==> config.mk <==
export PLATFORM = sky130hd
export DESIGN_NAME = cal_seq
export DESIGN_NICKNAME = d
export VERILOG_FILES = /design/src/rtl/cal_seq_pkg.sv /design/src/rtl/cal_seq.sv
export SDC_FILE = /design/constraint.sdc
export NUM_CORES = 1
export LEC_CHECK = 0
export BUFFER_PORTS_ARGS = -buffer_cell sky130_fd_sc_hd__buf_2
export CAP_MARGIN = 20
export CORE_MARGIN = 2
export CORE_UTILIZATION = 50
export CTS_CLUSTER_DIAMETER = 60
export DETAILED_ROUTE_END_ITERATION = 10
export PLACE_DENSITY = 0.74
export SYNTH_ARGS = -nofsm -noshare
export SYNTH_HDL_FRONTEND = slang
export SYNTH_SLANG_ARGS = --single-unit
==> constraint.sdc <==
create_clock -name pclk -period 2.2 [get_ports pclk]
set_input_delay 0.22 -clock pclk [delete_from_list [all_inputs] [get_ports pclk]]
set_output_delay 0.22 -clock pclk [all_outputs]
set_load 0.1 [all_outputs]
==> src/rtl/cal_seq_pkg.sv <==
// package: register map, fields, states and timing for the calibration sequencer
package cal_seq_pkg;
	localparam logic [11:0] OFF_CTRL      = 12'h000;
	localparam logic [11:0] OFF_TRIG      = 12'h004;
	localparam logic [11:0] OFF_LP_DELAY  = 12'h008;
	localparam logic [11:0] OFF_STATUS    = 12'h00c;
	localparam logic [11:0] OFF_IRQ_STAT  = 12'h010;
	localparam logic [11:0] OFF_IRQ_MASK  = 12'h014;
	localparam logic [11:0] OFF_TRIM      = 12'h018;
	localparam logic [11:0] OFF_OFFSET    = 12'h01c;
	// ctrl fields
	localparam int CTRL_TRIG_SEL = 0;
	localparam int CTRL_BG_EN    = 1;
	localparam int CTRL_LOW_POWER_BG_ENABLE    = 2;
	localparam int CTRL_LOW_POWER_TRIGGER_SELECT  = 3;
	localparam int CTRL_FG_OS    = 4;
	localparam int CTRL_BG_OS    = 5;
	localparam int CTRL_SINGLE   = 6;
	localparam int CTRL_W        = 7;
	// irq fields
	localparam int IRQ_FOREGROUND_DONE_FLAG = 0;
	localparam int IRQ_SWAP    = 1;
	localparam int IRQ_W       = 2;
	// delay fields
	localparam int SLEEP_LSB = 0;
	localparam int WAKE_LSB  = 16;
	localparam int DLY_W     = 16;
	// factory trim: arbitrary neutral value
	localparam logic [31:0] TRIM_FACTORY  = 32'h0000_0800;
	localparam logic [11:0] MID_CODE      = 12'h000;
	// stand-in for a measured offset; arbitrary, but distinct from the reset value
	localparam logic [11:0] OFFSET_RESULT = 12'h01a;
	// calibration pass length
	localparam int CAL_TIME_NS = 40960;
	localparam int CLK_NS      = 40;
	localparam int CAL_CYCLES  = CAL_TIME_NS / CLK_NS;
	localparam logic [15:0] CAL_COUNT = 16'(CAL_CYCLES);
	localparam logic [1:0] CORE_A = 2'h0;
	localparam logic [1:0] CORE_B = 2'h1;
	localparam logic [1:0] CORE_C = 2'h2;
	typedef enum logic [2:0] {
		ST_IDLE  = 3'b000,
		ST_FG    = 3'b001,
		ST_BG    = 3'b010,
		ST_SLEEP = 3'b011,
		ST_WAKE  = 3'b100
	} state_t;
	typedef struct packed {
		logic [1:0] core_in_0;
		logic [1:0] core_in_1;
		logic [1:0] core_cal;
		logic [2:0] bank_pwr;
	} core_map_t;
endpackage

==> src/rtl/cal_seq.sv <==
// calibration sequencer for three two-bank interleaved converter cores
//
// The implementer's own choices: register access over APB and the address map.
`timescale 1ns/10ps
module cal_seq (
	input  wire logic        pclk,
	input  wire logic        presetn,
	input  wire logic        clk_en,
	input  wire logic        psel,
	input  wire logic        penable,
	input  wire logic        pwrite,
	input  wire logic [11:0] paddr,
	input  wire logic [31:0] pwdata,
	output logic             pready,
	output logic [31:0]      prdata,
	output logic             pslverr,
	input  wire logic        cal_trigger_pin,
	input  wire logic [11:0] sample_in,
	output logic [11:0]      sample_out,
	output cal_seq_pkg::core_map_t core_map,
	output logic             irq
);
	localparam int CTRL_W_L = cal_seq_pkg::CTRL_W;
	logic [CTRL_W_L-1:0] ctrl, next_ctrl;
	logic                software_cal_trigger, next_software_cal_trigger;
	logic [31:0]         lp_delay, next_lp_delay;
	logic [31:0]         trim, next_trim;
	logic [11:0]         offset_val, next_offset_val;
	logic [1:0]          irq_stat, next_irq_stat;
	logic [1:0]          irq_mask, next_irq_mask;
	logic [2:0]          trig_sync, next_trig_sync;
	logic                trig_level, next_trig_level;
	logic                soft_prev, next_soft_prev;
	logic                foreground_done_flag, next_foreground_done_flag;
	logic                os_pending, next_os_pending;
	cal_seq_pkg::state_t state, next_state;
	logic [15:0]         count, next_count;
	logic [1:0]          spare, next_spare;
	logic [1:0]          cal_core, next_cal_core;
	logic [1:0]          active_b, next_active_b;
	logic [1:0]          active_a, next_active_a;
	logic                pready_r, next_pready;
	logic [31:0]         prdata_r, next_prdata;
	logic                pslverr_r, next_pslverr;
	logic [11:0]         sample_r, next_sample;
	cal_seq_pkg::core_map_t map_r, next_map;
	logic                irq_r, next_irq;
	logic                trig_sel, bg_en, low_power_bg_enable, low_power_trigger_select, single;
	logic                pin_rise, soft_rise, trig_evt, wr, rd, decode_ok;
	logic [1:0]          evt;

	function automatic logic [2:0] core_bit(input logic [1:0] c);
		core_bit = 3'h1 << c;
	endfunction

	// spare always relieves the core after it in turn, so all three get calibrated
	function automatic logic [1:0] turn_after(input logic [1:0] c);
		turn_after = (c == cal_seq_pkg::CORE_C) ? cal_seq_pkg::CORE_A : c + 2'h1;
	endfunction

	assign trig_sel = ctrl[cal_seq_pkg::CTRL_TRIG_SEL];
	assign bg_en    = ctrl[cal_seq_pkg::CTRL_BG_EN];
	assign low_power_bg_enable    = ctrl[cal_seq_pkg::CTRL_LOW_POWER_BG_ENABLE];
	assign low_power_trigger_select  = ctrl[cal_seq_pkg::CTRL_LOW_POWER_TRIGGER_SELECT];
	assign single   = ctrl[cal_seq_pkg::CTRL_SINGLE];
	assign wr = psel && penable && pwrite && pready_r; // lands on the completing edge only
	assign rd = psel && !penable;
	assign decode_ok = paddr <= cal_seq_pkg::OFF_OFFSET && paddr[1:0] == 2'h0;
	// second and third stages must agree before a change counts
	assign pin_rise  = (trig_sync[2:1] == 2'b11) && !trig_level;
	assign soft_rise = software_cal_trigger && !soft_prev;
	assign trig_evt  = trig_sel ? pin_rise : soft_rise;

	always_comb begin
		next_trig_sync = {trig_sync[1:0], cal_trigger_pin};
		next_trig_level = trig_level;
		if (trig_sync[2] == trig_sync[1]) begin
			next_trig_level = trig_sync[2];
		end
		next_soft_prev = software_cal_trigger;
	end

	// sequencer
	always_comb begin
		next_state = state;
		next_count = count;
		next_spare = spare;
		next_cal_core = cal_core;
		next_active_a = active_a;
		next_active_b = active_b;
		next_foreground_done_flag = foreground_done_flag;
		next_offset_val = offset_val;
		next_os_pending = os_pending;
		evt = 2'h0;
		case (state)
			cal_seq_pkg::ST_IDLE: begin
				if (bg_en && !trig_sel && software_cal_trigger && !low_power_trigger_select) begin
					next_state = low_power_bg_enable ? cal_seq_pkg::ST_SLEEP : cal_seq_pkg::ST_BG;
					next_count = low_power_bg_enable ? lp_delay[cal_seq_pkg::SLEEP_LSB +: 16] : cal_seq_pkg::CAL_COUNT;
				end else if (trig_evt && bg_en && low_power_bg_enable && low_power_trigger_select) begin
					next_state = cal_seq_pkg::ST_WAKE;
					next_count = lp_delay[cal_seq_pkg::WAKE_LSB +: 16];
				end else if (trig_evt && !bg_en) begin
					next_state = cal_seq_pkg::ST_FG;
					next_count = cal_seq_pkg::CAL_COUNT;
					next_foreground_done_flag = 1'b0;
					next_os_pending = ctrl[cal_seq_pkg::CTRL_FG_OS];
				end
			end
			cal_seq_pkg::ST_FG: begin
				// trigger edges are simply not looked at here
				if (count == 16'h0) begin
					next_state = cal_seq_pkg::ST_IDLE;
					next_foreground_done_flag = 1'b1;
					evt[cal_seq_pkg::IRQ_FOREGROUND_DONE_FLAG] = 1'b1;
					if (os_pending) begin
						next_offset_val = cal_seq_pkg::OFFSET_RESULT;
					end
					next_os_pending = 1'b0;
				end else begin
					next_count = count - 16'h1;
				end
			end
			cal_seq_pkg::ST_SLEEP: begin
				if (count == 16'h0) begin
					next_state = cal_seq_pkg::ST_WAKE;
					next_count = lp_delay[cal_seq_pkg::WAKE_LSB +: 16];
				end else begin
					next_count = count - 16'h1;
				end
			end
			cal_seq_pkg::ST_WAKE: begin
				if (count == 16'h0) begin
					next_state = cal_seq_pkg::ST_BG;
					next_count = cal_seq_pkg::CAL_COUNT;
				end else begin
					next_count = count - 16'h1;
				end
			end
			cal_seq_pkg::ST_BG: begin
				if (count == 16'h0) begin
					// freshly calibrated spare replaces the core next in turn
					evt[cal_seq_pkg::IRQ_SWAP] = 1'b1;
					if (active_a == turn_after(spare)) begin
						next_spare = active_a;
						next_active_a = spare;
					end else begin
						next_spare = active_b;
						next_active_b = spare;
					end
					next_cal_core = next_spare;
					if (!bg_en) begin
						next_state = cal_seq_pkg::ST_IDLE;
					end else if (low_power_bg_enable && low_power_trigger_select) begin
						next_state = cal_seq_pkg::ST_IDLE;
					end else if (low_power_bg_enable) begin
						next_state = cal_seq_pkg::ST_SLEEP;
						next_count = lp_delay[cal_seq_pkg::SLEEP_LSB +: 16];
					end else begin
						next_count = cal_seq_pkg::CAL_COUNT;
					end
				end else begin
					next_count = count - 16'h1;
				end
			end
			default: begin
				next_state = cal_seq_pkg::ST_IDLE;
			end
		endcase
	end

	// outputs and core map
	always_comb begin
		next_map.core_in_0 = active_a;
		next_map.core_in_1 = single ? active_a : active_b;
		next_map.core_cal = cal_core;
		// each core powers both its banks; sleeping spare off in low power
		next_map.bank_pwr = core_bit(active_a) | core_bit(active_b);
		if (state == cal_seq_pkg::ST_BG || state == cal_seq_pkg::ST_WAKE || !low_power_bg_enable) begin
			next_map.bank_pwr = next_map.bank_pwr | core_bit(spare);
		end
		if (state == cal_seq_pkg::ST_FG) begin
			next_map.bank_pwr = 3'h7;
			next_map.core_cal = cal_seq_pkg::CORE_C;
		end
		next_sample = (state == cal_seq_pkg::ST_FG) ? cal_seq_pkg::MID_CODE : sample_in;
		next_irq = |(next_irq_stat & next_irq_mask);
	end

	// apb slave
	always_comb begin
		next_ctrl = ctrl;
		next_software_cal_trigger = software_cal_trigger;
		next_lp_delay = lp_delay;
		next_trim = trim;
		next_irq_mask = irq_mask;
		next_irq_stat = irq_stat;
		next_pready = psel && !pready_r;
		next_pslverr = psel && !pready_r && !decode_ok;
		next_prdata = prdata_r;
		if (wr && decode_ok) begin
			case (paddr)
				cal_seq_pkg::OFF_CTRL: next_ctrl = pwdata[CTRL_W_L-1:0];
				cal_seq_pkg::OFF_TRIG: next_software_cal_trigger = pwdata[0];
				cal_seq_pkg::OFF_LP_DELAY: next_lp_delay = pwdata;
				cal_seq_pkg::OFF_IRQ_STAT: next_irq_stat = irq_stat & ~pwdata[1:0];
				cal_seq_pkg::OFF_IRQ_MASK: next_irq_mask = pwdata[1:0];
				cal_seq_pkg::OFF_TRIM: next_trim = pwdata;
				default: next_ctrl = ctrl;
			endcase
		end
		next_irq_stat = next_irq_stat | evt; // set wins over clear
		if (rd) begin
			case (paddr)
				cal_seq_pkg::OFF_CTRL: next_prdata = {25'h0, ctrl};
				cal_seq_pkg::OFF_TRIG: next_prdata = {31'h0, software_cal_trigger};
				cal_seq_pkg::OFF_LP_DELAY: next_prdata = lp_delay;
				cal_seq_pkg::OFF_STATUS: next_prdata = {22'h0, spare, active_b, active_a,
					state, foreground_done_flag};
				cal_seq_pkg::OFF_IRQ_STAT: next_prdata = {30'h0, irq_stat};
				cal_seq_pkg::OFF_IRQ_MASK: next_prdata = {30'h0, irq_mask};
				cal_seq_pkg::OFF_TRIM: next_prdata = trim;
				cal_seq_pkg::OFF_OFFSET: next_prdata = {20'h0, offset_val};
				default: next_prdata = 32'h0;
			endcase
		end
	end

	always_ff @(posedge pclk or negedge presetn) begin
		if (!presetn) begin
			ctrl <= '0;
			software_cal_trigger <= 1'b0;
			lp_delay <= 32'h0;
			trim <= cal_seq_pkg::TRIM_FACTORY;
			offset_val <= 12'h0;
			irq_stat <= 2'h0;
			irq_mask <= 2'h0;
			trig_sync <= 3'h0;
			trig_level <= 1'b0;
			soft_prev <= 1'b0;
			foreground_done_flag <= 1'b0;
			os_pending <= 1'b0;
			// power-up foreground pass starts straight from reset
			state <= cal_seq_pkg::ST_FG;
			count <= cal_seq_pkg::CAL_COUNT;
			spare <= cal_seq_pkg::CORE_C;
			cal_core <= cal_seq_pkg::CORE_C;
			active_a <= cal_seq_pkg::CORE_A;
			active_b <= cal_seq_pkg::CORE_B;
			pready_r <= 1'b0;
			prdata_r <= 32'h0;
			pslverr_r <= 1'b0;
			sample_r <= 12'h0;
			map_r <= '0;
			irq_r <= 1'b0;
		end else if (clk_en) begin
			ctrl <= next_ctrl;
			software_cal_trigger <= next_software_cal_trigger;
			lp_delay <= next_lp_delay;
			trim <= next_trim;
			offset_val <= next_offset_val;
			irq_stat <= next_irq_stat;
			irq_mask <= next_irq_mask;
			trig_sync <= next_trig_sync;
			trig_level <= next_trig_level;
			soft_prev <= next_soft_prev;
			foreground_done_flag <= next_foreground_done_flag;
			os_pending <= next_os_pending;
			state <= next_state;
			count <= next_count;
			spare <= next_spare;
			cal_core <= next_cal_core;
			active_a <= next_active_a;
			active_b <= next_active_b;
			pready_r <= next_pready;
			prdata_r <= next_prdata;
			pslverr_r <= next_pslverr;
			sample_r <= next_sample;
			map_r <= next_map;
			irq_r <= next_irq;
		end
	end

	assign pready = pready_r;
	assign prdata = prdata_r;
	assign pslverr = pslverr_r;
	assign sample_out = sample_r;
	assign core_map = map_r;
	assign irq = irq_r;

	fg_mid_code_a: assert property (@(posedge pclk) disable iff (!presetn)
		clk_en && state == cal_seq_pkg::ST_FG |=> sample_out == cal_seq_pkg::MID_CODE)
		else $error("mid code missing during foreground calibration");
	foreground_done_flag_flag_a: assert property (@(posedge pclk) disable iff (!presetn)
		clk_en && state == cal_seq_pkg::ST_FG && count == 16'h0 |=> foreground_done_flag)
		else $error("done flag not raised");
	fg_ignore_trig_a: assert property (@(posedge pclk) disable iff (!presetn)
		clk_en && state == cal_seq_pkg::ST_FG && count != 16'h0 |=> state == cal_seq_pkg::ST_FG)
		else $error("calibration cut short");
	swap_spare_a: assert property (@(posedge pclk) disable iff (!presetn)
		clk_en && state == cal_seq_pkg::ST_BG && count == 16'h0 |=> spare != $past(spare))
		else $error("spare not rotated");
	cores_distinct_a: assert property (@(posedge pclk) disable iff (!presetn)
		active_a != active_b && active_a != spare && active_b != spare)
		else $error("core assignment overlap");
	sleep_power_a: assert property (@(posedge pclk) disable iff (!presetn)
		clk_en && state == cal_seq_pkg::ST_SLEEP |=> (map_r.bank_pwr & core_bit(spare)) == 3'h0)
		else $error("sleeping spare powered");
	wake_to_bg_a: assert property (@(posedge pclk) disable iff (!presetn)
		clk_en && state == cal_seq_pkg::ST_WAKE && count == 16'h0 |=> state == cal_seq_pkg::ST_BG)
		else $error("woken core not calibrated");
	sleep_to_wake_a: assert property (@(posedge pclk) disable iff (!presetn)
		clk_en && state == cal_seq_pkg::ST_SLEEP && count == 16'h0 |=> state == cal_seq_pkg::ST_WAKE)
		else $error("sleep delay not followed by wake");
	single_input_a: assert property (@(posedge pclk) disable iff (!presetn)
		clk_en && single |=> map_r.core_in_0 == map_r.core_in_1)
		else $error("single mode cores on different inputs");
endmodule

==> impl_metrics.ini, run 1 <==
[synthesis]
synthFlopType = dfrtp_1
synth_top_area_cell = dfrtp_1
synth_edf_count = 0
synth_top_cell_area_share_pct = 49.4
avgSynthCellArea_um2 = 10.8
synthTopCellsByCount = dfrtp_1, nor2_1, mux2_2, nand2_1, a221oi_1
ys_types = 71
ys_seq_elements = 165
synth_area_leaders = dfrtp_1, mux2_2, a221oi_1, nor2_1, nand2_1
async_reset_ff_share_pct = 100
synth_area_mm2 = 0.00811
syn-num-nets = 820
yosysWarnings = 0
synthCells = 754
yosysMostFrequentCell = dfrtp_1
yosysSeqAreaShare_pct = 51.0

[min_path]
worstHoldPathCells = 3
hold_class = primary input to register
hp-start = sample_in[0]

[critical_path]
crit_path_start_kind = register
r2r-start = count[0]
cp_slowest_cell = dfrtp_1
cp.required_ns = 2.51
crit_fanout = 5
path_cells = inv_2 -> ha_1 -> nor4b_4 -> buf_4 -> and4_2 -> and4_1 -> a311oi_2 -> buf_4 -> o31a_1 -> o22ai_1
cp-end-kind = register
crit_path_start = count[0]
worstPathArrival_ns = 2.50
slowest_delay_ns = 0.38
reg2reg_depth = 10
cp_common_cell = buf_4
path_class = register to register

[pwr]
power_frac_seq_pct = 35.7
p_sw_share_pct = 39.8
vdd_drop_max_v = 0.000744
internal_power_mw = 6.09
power_density_mw_per_mm2 = 1010
clkPwrFrac_pct = 29.2
p_total_mw = 10.1
leakage_nw = 4.71
switching_power_mw = 4.02
p_comb_share_pct = 35.0

[cells_and_area]
drive_gt1_share_pct = 36.0
fillers = 1293
num_antenna_cells = 0
syn2layout_area_growth_pct = 23.6
stdcell_count = 1135
nNetsFinal = 972

[clock_tree]
cts_buffer_depth = 2
cts-buffers-inserted = 17
cts_tree = yes
htree_levels = 4
clk_latency_ns = 0.43
cts_root_buf = clkbuf_16
cts.sinks = 165
clk_pin_slew_ns = 0.06

[timing]
drv_slew = 0
max_slew_margin_pct = 57.5
hold_viol = 0
post-route-period-util_pct = 99.6
setup_slack_ns = 0.00905
period_minus_slack_ns = 2.19
setup_viol = 0
tightest_slew_ns = 0.638
skew_ns = 0.0103
fmax_ghz = 0.456

[drt]
routedWlPerCell_um = 19.3
ant_nets = 0
drt_wl_total_mm = 21.9
drt_iter0_drc = 675
dr_total_vias = 6895
drc_errors = 0
viasPerCell = 6.07
first_pass_iters = 6

[global_route]
antenna_found_initial = 0
grt_pass1_wl_mm = 35.1
grt_max_degree = 58
track_usage_pct = 25.4
grt_pass1_vias = 6689
grt_overflow = 0

[die]
pin_count = 119
dieArea_mm2 = 0.0173
rows = 46
die_h_um = 131
core_area_mm2 = 0.0159
start_util_pct = 51.0
die_x_um = 131

[placed_design]
io_buffer_count = 118
gp_congestion = 0.909
dpl_worst_slack_ns = -0.246
dp_hpwl_mm = 14.9
dp.cells = 1095

[run]
cap_viol_max_count = 0

[status]
status = complete, no violations
-- area by class of cell --
type / instances / area [µm²] / area share, %
Sequential cell: 165 / 4140 / 41.3
Multi-Input combinational cell: 520 / 3730 / 37.3
Timing Repair Buffer: 187 / 1240 / 12.4
Clock buffer: 18 / 429 / 4.28
Tap cell: 216 / 270 / 2.70
Clock inverter: 14 / 151 / 1.51
Inverter: 15 / 56.3 / 0.562
-- sequential cells by signal, summed over array words and instances (netlist names), 3 cells and up --
signal,cells
state,3
ctrl,7
trig_sync,3
count,16
sample_out,12
trim,32
lp_delay,32
prdata,32
core_map,9
-- worst paths after layout --
check / endpoint / slack, ns
max: count[15] / 0.009
min in group asynchronous: trig_sync[0] / 0.35
max in group asynchronous: active_b[0] / 1.20
min reg2reg: offset_val[1] / 0.48
max reg2reg: count[15] / 0.009
min: sample_out[0] / 0.03
-- metal layers --
layer  vias up  part of all wire, %  global-route usage (%)
met5         -                    0                       0
met4         0                  1.9                    9.06
met3        38                  6.2                    4.71
met2       267                   49                    39.8
met1      3461                   43                    35.5
li1       3129                    -                       -
-- through the flow --
step	cell area (µm²)	utilization [%]	TNS, ns	hold slack, ns
2_1_floorplan	8130	-	-0.104	-0.0756
3_3_place_gp	9320	58.7	-17.03	0.236
3_5_place_dp	9320	58.7	-18.87	0.234
4_1_cts	9910	62.4	0	0.0139
5_1_grt	10000	63.1	-0.206	0.0249
6_report	10000	63.1	0	0.0291
-- what timing repair did --
action / in CTS / in global routing
buffers inserted: 0 / 6
resized for setup: 0 / 12
hold endpoints to repair: 52 / 0
setup endpoints to repair: 0 / 22
hold buffers: 1 / 0
-- power groups by stage --
stage	registers, mW	clock network, mW	logic [mW]
2_1_floorplan	4.75	0	1.27
3_3_place_gp	3.63	0	3.34
3_5_place_dp	3.64	0	3.37
4_1_cts	3.59	2.99	3.39
5_1_grt	3.65	3.13	3.77
6_report	3.61	2.96	3.54
-- cells in the final DEF (no fill, tap or decap), types with 4 or more instances in the layout --
master,n
o31ai_1,9
a211oi_1,8
and3_1,4
a21o_1,4
buf_2,118
buf_4,56
dfstp_2,5
clkbuf_16,17
a222oi_1,6
mux2_2,74
mux2_4,6
clkinvlp_4,4
nor3_1,13
nand2_1,52
a21oi_1,27
o2bb2ai_1,18
dfrtp_1,159
xor2_1,5
a22oi_1,7
xnor2_1,4
a32oi_1,4
mux2i_1,5
a31oi_1,14
a221oi_1,41
o22ai_1,8
o21ai_0,28
buf_12,10
inv_1,14
nand3_1,12
nor2_1,91
-- logic make-up after synthesis --
logic type / synth area share (%)
XOR/XNOR: 0.972
flip-flops: 51.0
adder cells (fa/ha/maj): 0.463
buffers and inverters: 3.86
multiplexers: 12.0
AO/OA/AOI/OAI: 18.5
AND/OR/NAND/NOR: 13.2
-- critical path: cells and delay by family, from the launching register on --
kind                     cells  cell delay [ns]
AND/OR/NAND/NOR              3             0.61
buffers and inverters        3             0.38
flip-flops                   1             0.38
AO/OA/AOI/OAI                3             0.50
adder cells (fa/ha/maj)      1             0.19
(Power assumes the default switching activity.)
==> run 2: changes to the inputs <==
- HOLD_SLACK_MARGIN: not set -> 0.12
- SLEW_MARGIN: not set -> 20
==> run 2 against run 1 <==
Against the previous run: critical path depth stayed put; clock power hardly changed; sequential power hardly changed; routed wire length is 4.1% higher; worst setup slack better by 0.0093 ns; combinational power is 2% higher; worst hold slack better by 0.11 ns; power is 0.78% higher; fmax is 0.42% higher; sequential cell count stayed put; critical path type unchanged.
==> impl_metrics.ini, run 2 (synthesis results as in run 1) <==
[status]
status = complete, no violations

[placed_design]
dpl_worst_slack_ns = -0.246
io_buffer_count = 118
gp_congestion = 0.909
placed_cell_area_mm2 = 0.00932
dp_hpwl_mm = 14.9

[clock_tree]
cts_tree = yes
cts-buffers-inserted = 17
cts_buffer_depth = 2
htree_levels = 4
clk_latency_ns = 0.43
cts.sinks = 165
clk_pin_slew_ns = 0.06
cts_root_buf = clkbuf_16

[critical_path]
path_class = register to register
path_cells = inv_2 -> ha_1 -> nor4b_4 -> buf_4 -> and4_2 -> and4_1 -> a311oi_2 -> buf_4 -> o31a_1 -> o22ai_1
slowest_delay_ns = 0.37
cp-end-kind = register
cp_common_cell = buf_4
crit_path_start_kind = register
cp_slowest_cell = dfrtp_1
worstPathArrival_ns = 2.49
cp.required_ns = 2.51
crit_fanout = 5

[global_route]
track_usage_pct = 26.3
grt_max_degree = 58
grt_overflow = 0
antenna_found_initial = 0
grt_pass1_vias = 6944
grt_pass1_wl_mm = 36.4

[drt]
first_pass_iters = 5
dr_total_vias = 7094
routedWlPerCell_um = 19.3
drt_iter0_drc = 719
drt_wl_total_mm = 22.8
drc_errors = 0
viasPerCell = 6.02
ant_nets = 0

[timing]
setup_slack_ns = 0.0183
period_minus_slack_ns = 2.18
skew_ns = 0.00782
fmax_ghz = 0.458
setup_viol = 0
drv_slew = 0
hold_viol = 0
post-route-period-util_pct = 99.2
max_slew_margin_pct = 57.0
tightest_slew_ns = 0.645

[cells_and_area]
mostFrequentLayoutCell = dfrtp_1
design_area_mm2 = 0.0105
syn2layout_area_growth_pct = 28.9
final_cell_mix = dfrtp_1, buf_2, nor2_1, mux2_2, buf_4
utilization_pct = 65.8
fillers = 1229
drive_gt1_share_pct = 34.4
nNetsFinal = 1015

[die]
start_util_pct = 51.0
die_x_um = 131
core_area_mm2 = 0.0159
pin_count = 119
die_h_um = 131
dieArea_mm2 = 0.0173
rows = 46

[min_path]
hold_class = primary input to register

[pwr]
p_total_mw = 10.2
leakage_nw = 4.89
vdd_drop_max_v = 0.000660
power_density_mw_per_mm2 = 975

[run]
cap_viol_max_count = 0
==> run 2: per-layer routing <==
| layer | GRT usage [%] | part of all wire [%] | vias up |
|---|---|---|---|
| met2 | 41.8 | 49 | 306 |
| met3 | 5.02 | 6.0 | 51 |
| met4 | 10.3 | 2.2 | 0 |
| li1 | - | - | 3213 |
| met1 | 35.9 | 43 | 3524 |
| met5 | 0 | 0 | - |
==> run 2: area by class of cell <==
type / count / area (µm²) / share of cell area [%]
clock buffers: 18 / 429 / 4.11
clock inverters: 14 / 151 / 1.45
repair buffers: 230 / 1670 / 16.0
well taps: 216 / 270 / 2.59
multi-input cells: 520 / 3730 / 35.7
diodes: 1 / 2.50 / 0.0239
flip-flops and latches: 165 / 4140 / 39.6
inverters: 15 / 56.3 / 0.539
==> run 2: through the flow <==
stage / setup TNS (ns) / hold WS [ns] / cells
detailed placement: -18.87 / 0.234 / 1095
CTS: 0 / 0.125 / 1171
global placement: -17.03 / 0.236 / 1095
finish: 0 / 0.135 / 1179
floorplan: -0.104 / -0.0756 / 754
global route: -0.263 / 0.134 / 1178
==> run 2: what timing repair did <==
item,CTS,global route
buffers inserted,0,6
gates resized for setup,0,12
endpoints found under the setup margin,0,22
hold buffers,44,0
hold endpoints to repair,130,0
==> run 2: worst paths after layout <==
check	from	to	slack, ns	cells past startpoint
setup reg to reg	count[0]	count[15]	0.02	10
setup / recovery	count[0]	count[15]	0.02	10
hold / removal	pwdata[0]	lp_delay[0]	0.14	2
min in group asynchronous	presetn	trig_sync[0]	0.34	2
max in group asynchronous	presetn	active_b[0]	1.20	3
hold reg to reg	offset_val[1]	offset_val[1]	0.48	1
==> run 2: where the power goes <==
part           internal, mW  switching [mW]  total (mW)
sequential             3.36           0.262        3.62
clock                  1.68            1.27        2.96
combinational          1.10            2.52        3.62
==> run 2: critical path, delay by kind of cell (launching register included) <==
family	cells	cell delay [ns]
and+or+nand+nor	3	0.62
AOI/OAI and AO/OA	3	0.50
buffers and inverters	3	0.38
DFF	1	0.37
adders and majority gates	1	0.19
==> run 3: changes to the inputs <==
- ABC_AREA: not set -> 1
==> run 3 against run 2 <==
Against the previous run: cell area up 1.9%; sequential power down 14%; worst hold slack better by 0.035 ns; first-iteration DRC count down 0.83%; critical path depth down 2; synthesized area up 7.5%; clock power down 3%; non-clock buffer count down 38; fmax up 7.1%; register-to-register slack better by 0.15 ns; critical path type unchanged; highest routed layer unchanged.
==> impl_metrics.ini, run 3 <==
[status]
status = complete, no violations

[drt]
viasPerCell = 5.30
drt_wl_total_mm = 24.2
first_pass_iters = 6
drc_errors = 0
routedWlPerCell_um = 15.9
dr_total_vias = 8044
ant_nets = 0
drt_iter0_drc = 713

[synthesis]
ys_types = 42
synth_top_family_by_area = simple AND/OR/NAND/NOR gates
avgSynthCellArea_um2 = 7.89
syn-num-nets = 1171
yosysMostFrequentCell = nand2_1
synthFlopType = dfrtp_1
synth_compound_area_share_pct = 16.3
synth_top_cell_area_share_pct = 45.9
synthTopCellsByCount = nand2_1, dfrtp_1, inv_1, nor2_1, o21ai_0
synth_area_mm2 = 0.00871
async_reset_ff_share_pct = 100
synth_top_area_cell = dfrtp_1
synth_mux_area_share_pct = 0
yosysWarnings = 0
ys_seq_elements = 165
synth_xor_area_share_pct = 1.31
yosysSeqAreaShare_pct = 47.5
synth_edf_count = 0
synthCells = 1105
synthAdderAreaFrac_pct = 0.431
synth-simple-area-share_pct = 26.3
synth_area_leaders = dfrtp_1, nand2_1, inv_1, o21ai_2, nor2_1

[critical_path]
r2r_slack_ns = 0.16
cp-end-kind = register
worstReg2RegEnd = cal_core[0]
r2r-start = state[1]
worstPathArrival_ns = 2.38
crit_fanout = 8
path_cells = inv_2 -> nor2_1 -> inv_2 -> nor2_4 -> nand4_2 -> nor2_2 -> nand2_1 -> o221ai_1
reg2reg_depth = 8
cp_slowest_cell = dfrtp_1
crit_path_start_kind = register
path_class = register to register
slowest_delay_ns = 0.44
cp.required_ns = 2.55
cp_common_cell = inv_2

[min_path]
min_to = ctrl[1]
hp-start = pwdata[1]
hold_class = primary input to register
worstHoldPathCells = 3

[timing]
drv_slew = 0
hold_viol = 0
post-route-period-util_pct = 92.6
fmax_ghz = 0.491
setup_viol = 0
rsz0062_at_grt = true
period_minus_slack_ns = 2.04
tightest_slew_ns = 0.499
max_slew_margin_pct = 67.0
skew_ns = 0.0103

[cells_and_area]
nNetsFinal = 1345
mostFrequentLayoutCell = nand2_1
final_cell_mix = nand2_1, dfrtp_1, inv_1, buf_2, nor2_1
design_area_mm2 = 0.0107
stdcell_count = 1517
fillers = 1531
drive_gt1_share_pct = 20.7
syn2layout_area_growth_pct = 22.3
utilization_pct = 62.0
num_antenna_cells = 0

[clock_tree]
cts_tree = yes
cts-buffers-inserted = 17
clk_pin_slew_ns = 0.07
cts_buffer_depth = 2
clk_latency_ns = 0.44
htree_levels = 4
postCtsSetupRepairBufs = 0
cts_root_buf = clkbuf_16
cts.sinks = 165

[run]
cap_viol_max_count = 0

[global_route]
grt_overflow = 0
grt_max_degree = 65
grt_pass1_wl_mm = 39.3
antenna_found_initial = 0
track_usage_pct = 27.3
grt_pass1_vias = 7652

[pwr]
vdd_drop_max_v = 0.000531
p_total_mw = 6.76
leakage_nw = 5.34
power_density_mw_per_mm2 = 634

[die]
pin_count = 119
start_util_pct = 50.7
die_x_um = 136
die_h_um = 136
dieArea_mm2 = 0.0185
core_area_mm2 = 0.0172
rows = 48

[placed_design]
gp_congestion = 0.948
dp.cells = 1440
dp_hpwl_mm = 16.9
io_buffer_count = 118
placed_cell_area_mm2 = 0.00964
==> run 3: worst max path at each step <==
stage / start / endpoint / slack, ns / cells after the start
final: state[1] / cal_core[0] / 0.16 / 8
after global routing: count[0] / count[4] / -0.03 / 13
after CTS: state[0] / count[6] / 0.12 / 10
after detailed placement: state[0] / count[7] / 0.16 / 10
after global placement: state[0] / count[9] / 0.18 / 8
after floorplan: pready / lp_delay[3] / 0.01 / 8
==> run 3: timing repair <==
item,4_1_cts,5_1_grt
endpoints found under the hold margin,124,0
hold buffers,45,0
setup endpoints to repair,0,13
gates resized for setup,0,2
==> run 3: area by class of cell <==
type | instances | area (µm²) | area share, %
inverters | 127 | 477 | 4.47
clock inverters | 13 | 118 | 1.10
well taps | 225 | 282 | 2.64
clock buffers | 19 | 443 | 4.16
flip-flops and latches | 165 | 4140 | 38.8
multi-input cells | 776 | 3870 | 36.4
repair buffers | 192 | 1330 | 12.5
==> run 3: cells by family after synthesis <==
| logic type | Yosys count |
|---|---|
| buffers and inverters | 164 |
| xor gates and xnor gates | 13 |
| adders and majority gates | 3 |
| AOI/OAI and AO/OA | 213 |
| DFF | 165 |
| and+or+nand+nor | 547 |
==> run 3: metal layers <==
| layer | up-vias | routed length (µm) | global-route usage [%] |
|---|---|---|---|
| met5 | - | 0 | 0 |
| met2 | 320 | 10900 | 42.0 |
| met3 | 50 | 1680 | 4.92 |
| met4 | 0 | 632 | 9.03 |
| met1 | 3747 | 10900 | 39.3 |
| li1 | 3927 | - | - |
==> run 3: power breakdown <==
group,switching (mW),internal [mW],leakage [nW]
Combinational,0.556,0.194,2.86
Clock,1.36,1.52,0.276
Sequential,0.0384,3.09,2.20
Total,1.96,4.80,5.34
==> run 3: stage by stage <==
step	hold slack, ns	setup TNS (ns)	worst slack (ns)
2_1_floorplan	-0.0756	0	0.0139
3_5_place_dp	0.204	0	0.155
3_3_place_gp	0.201	0	0.180
6_report	0.170	0	0.164
4_1_cts	0.162	0	0.118
5_1_grt	0.178	-0.0841	-0.0283
==> run 3: worst max-delay path, delay by kind of cell (launching register included) <==
family	cells	cell delay (ns)
AO/OA/AOI/OAI	1	0.19
buffers and inverters	2	0.13
flip-flops	1	0.44
AND/OR/NAND/NOR	5	1.19
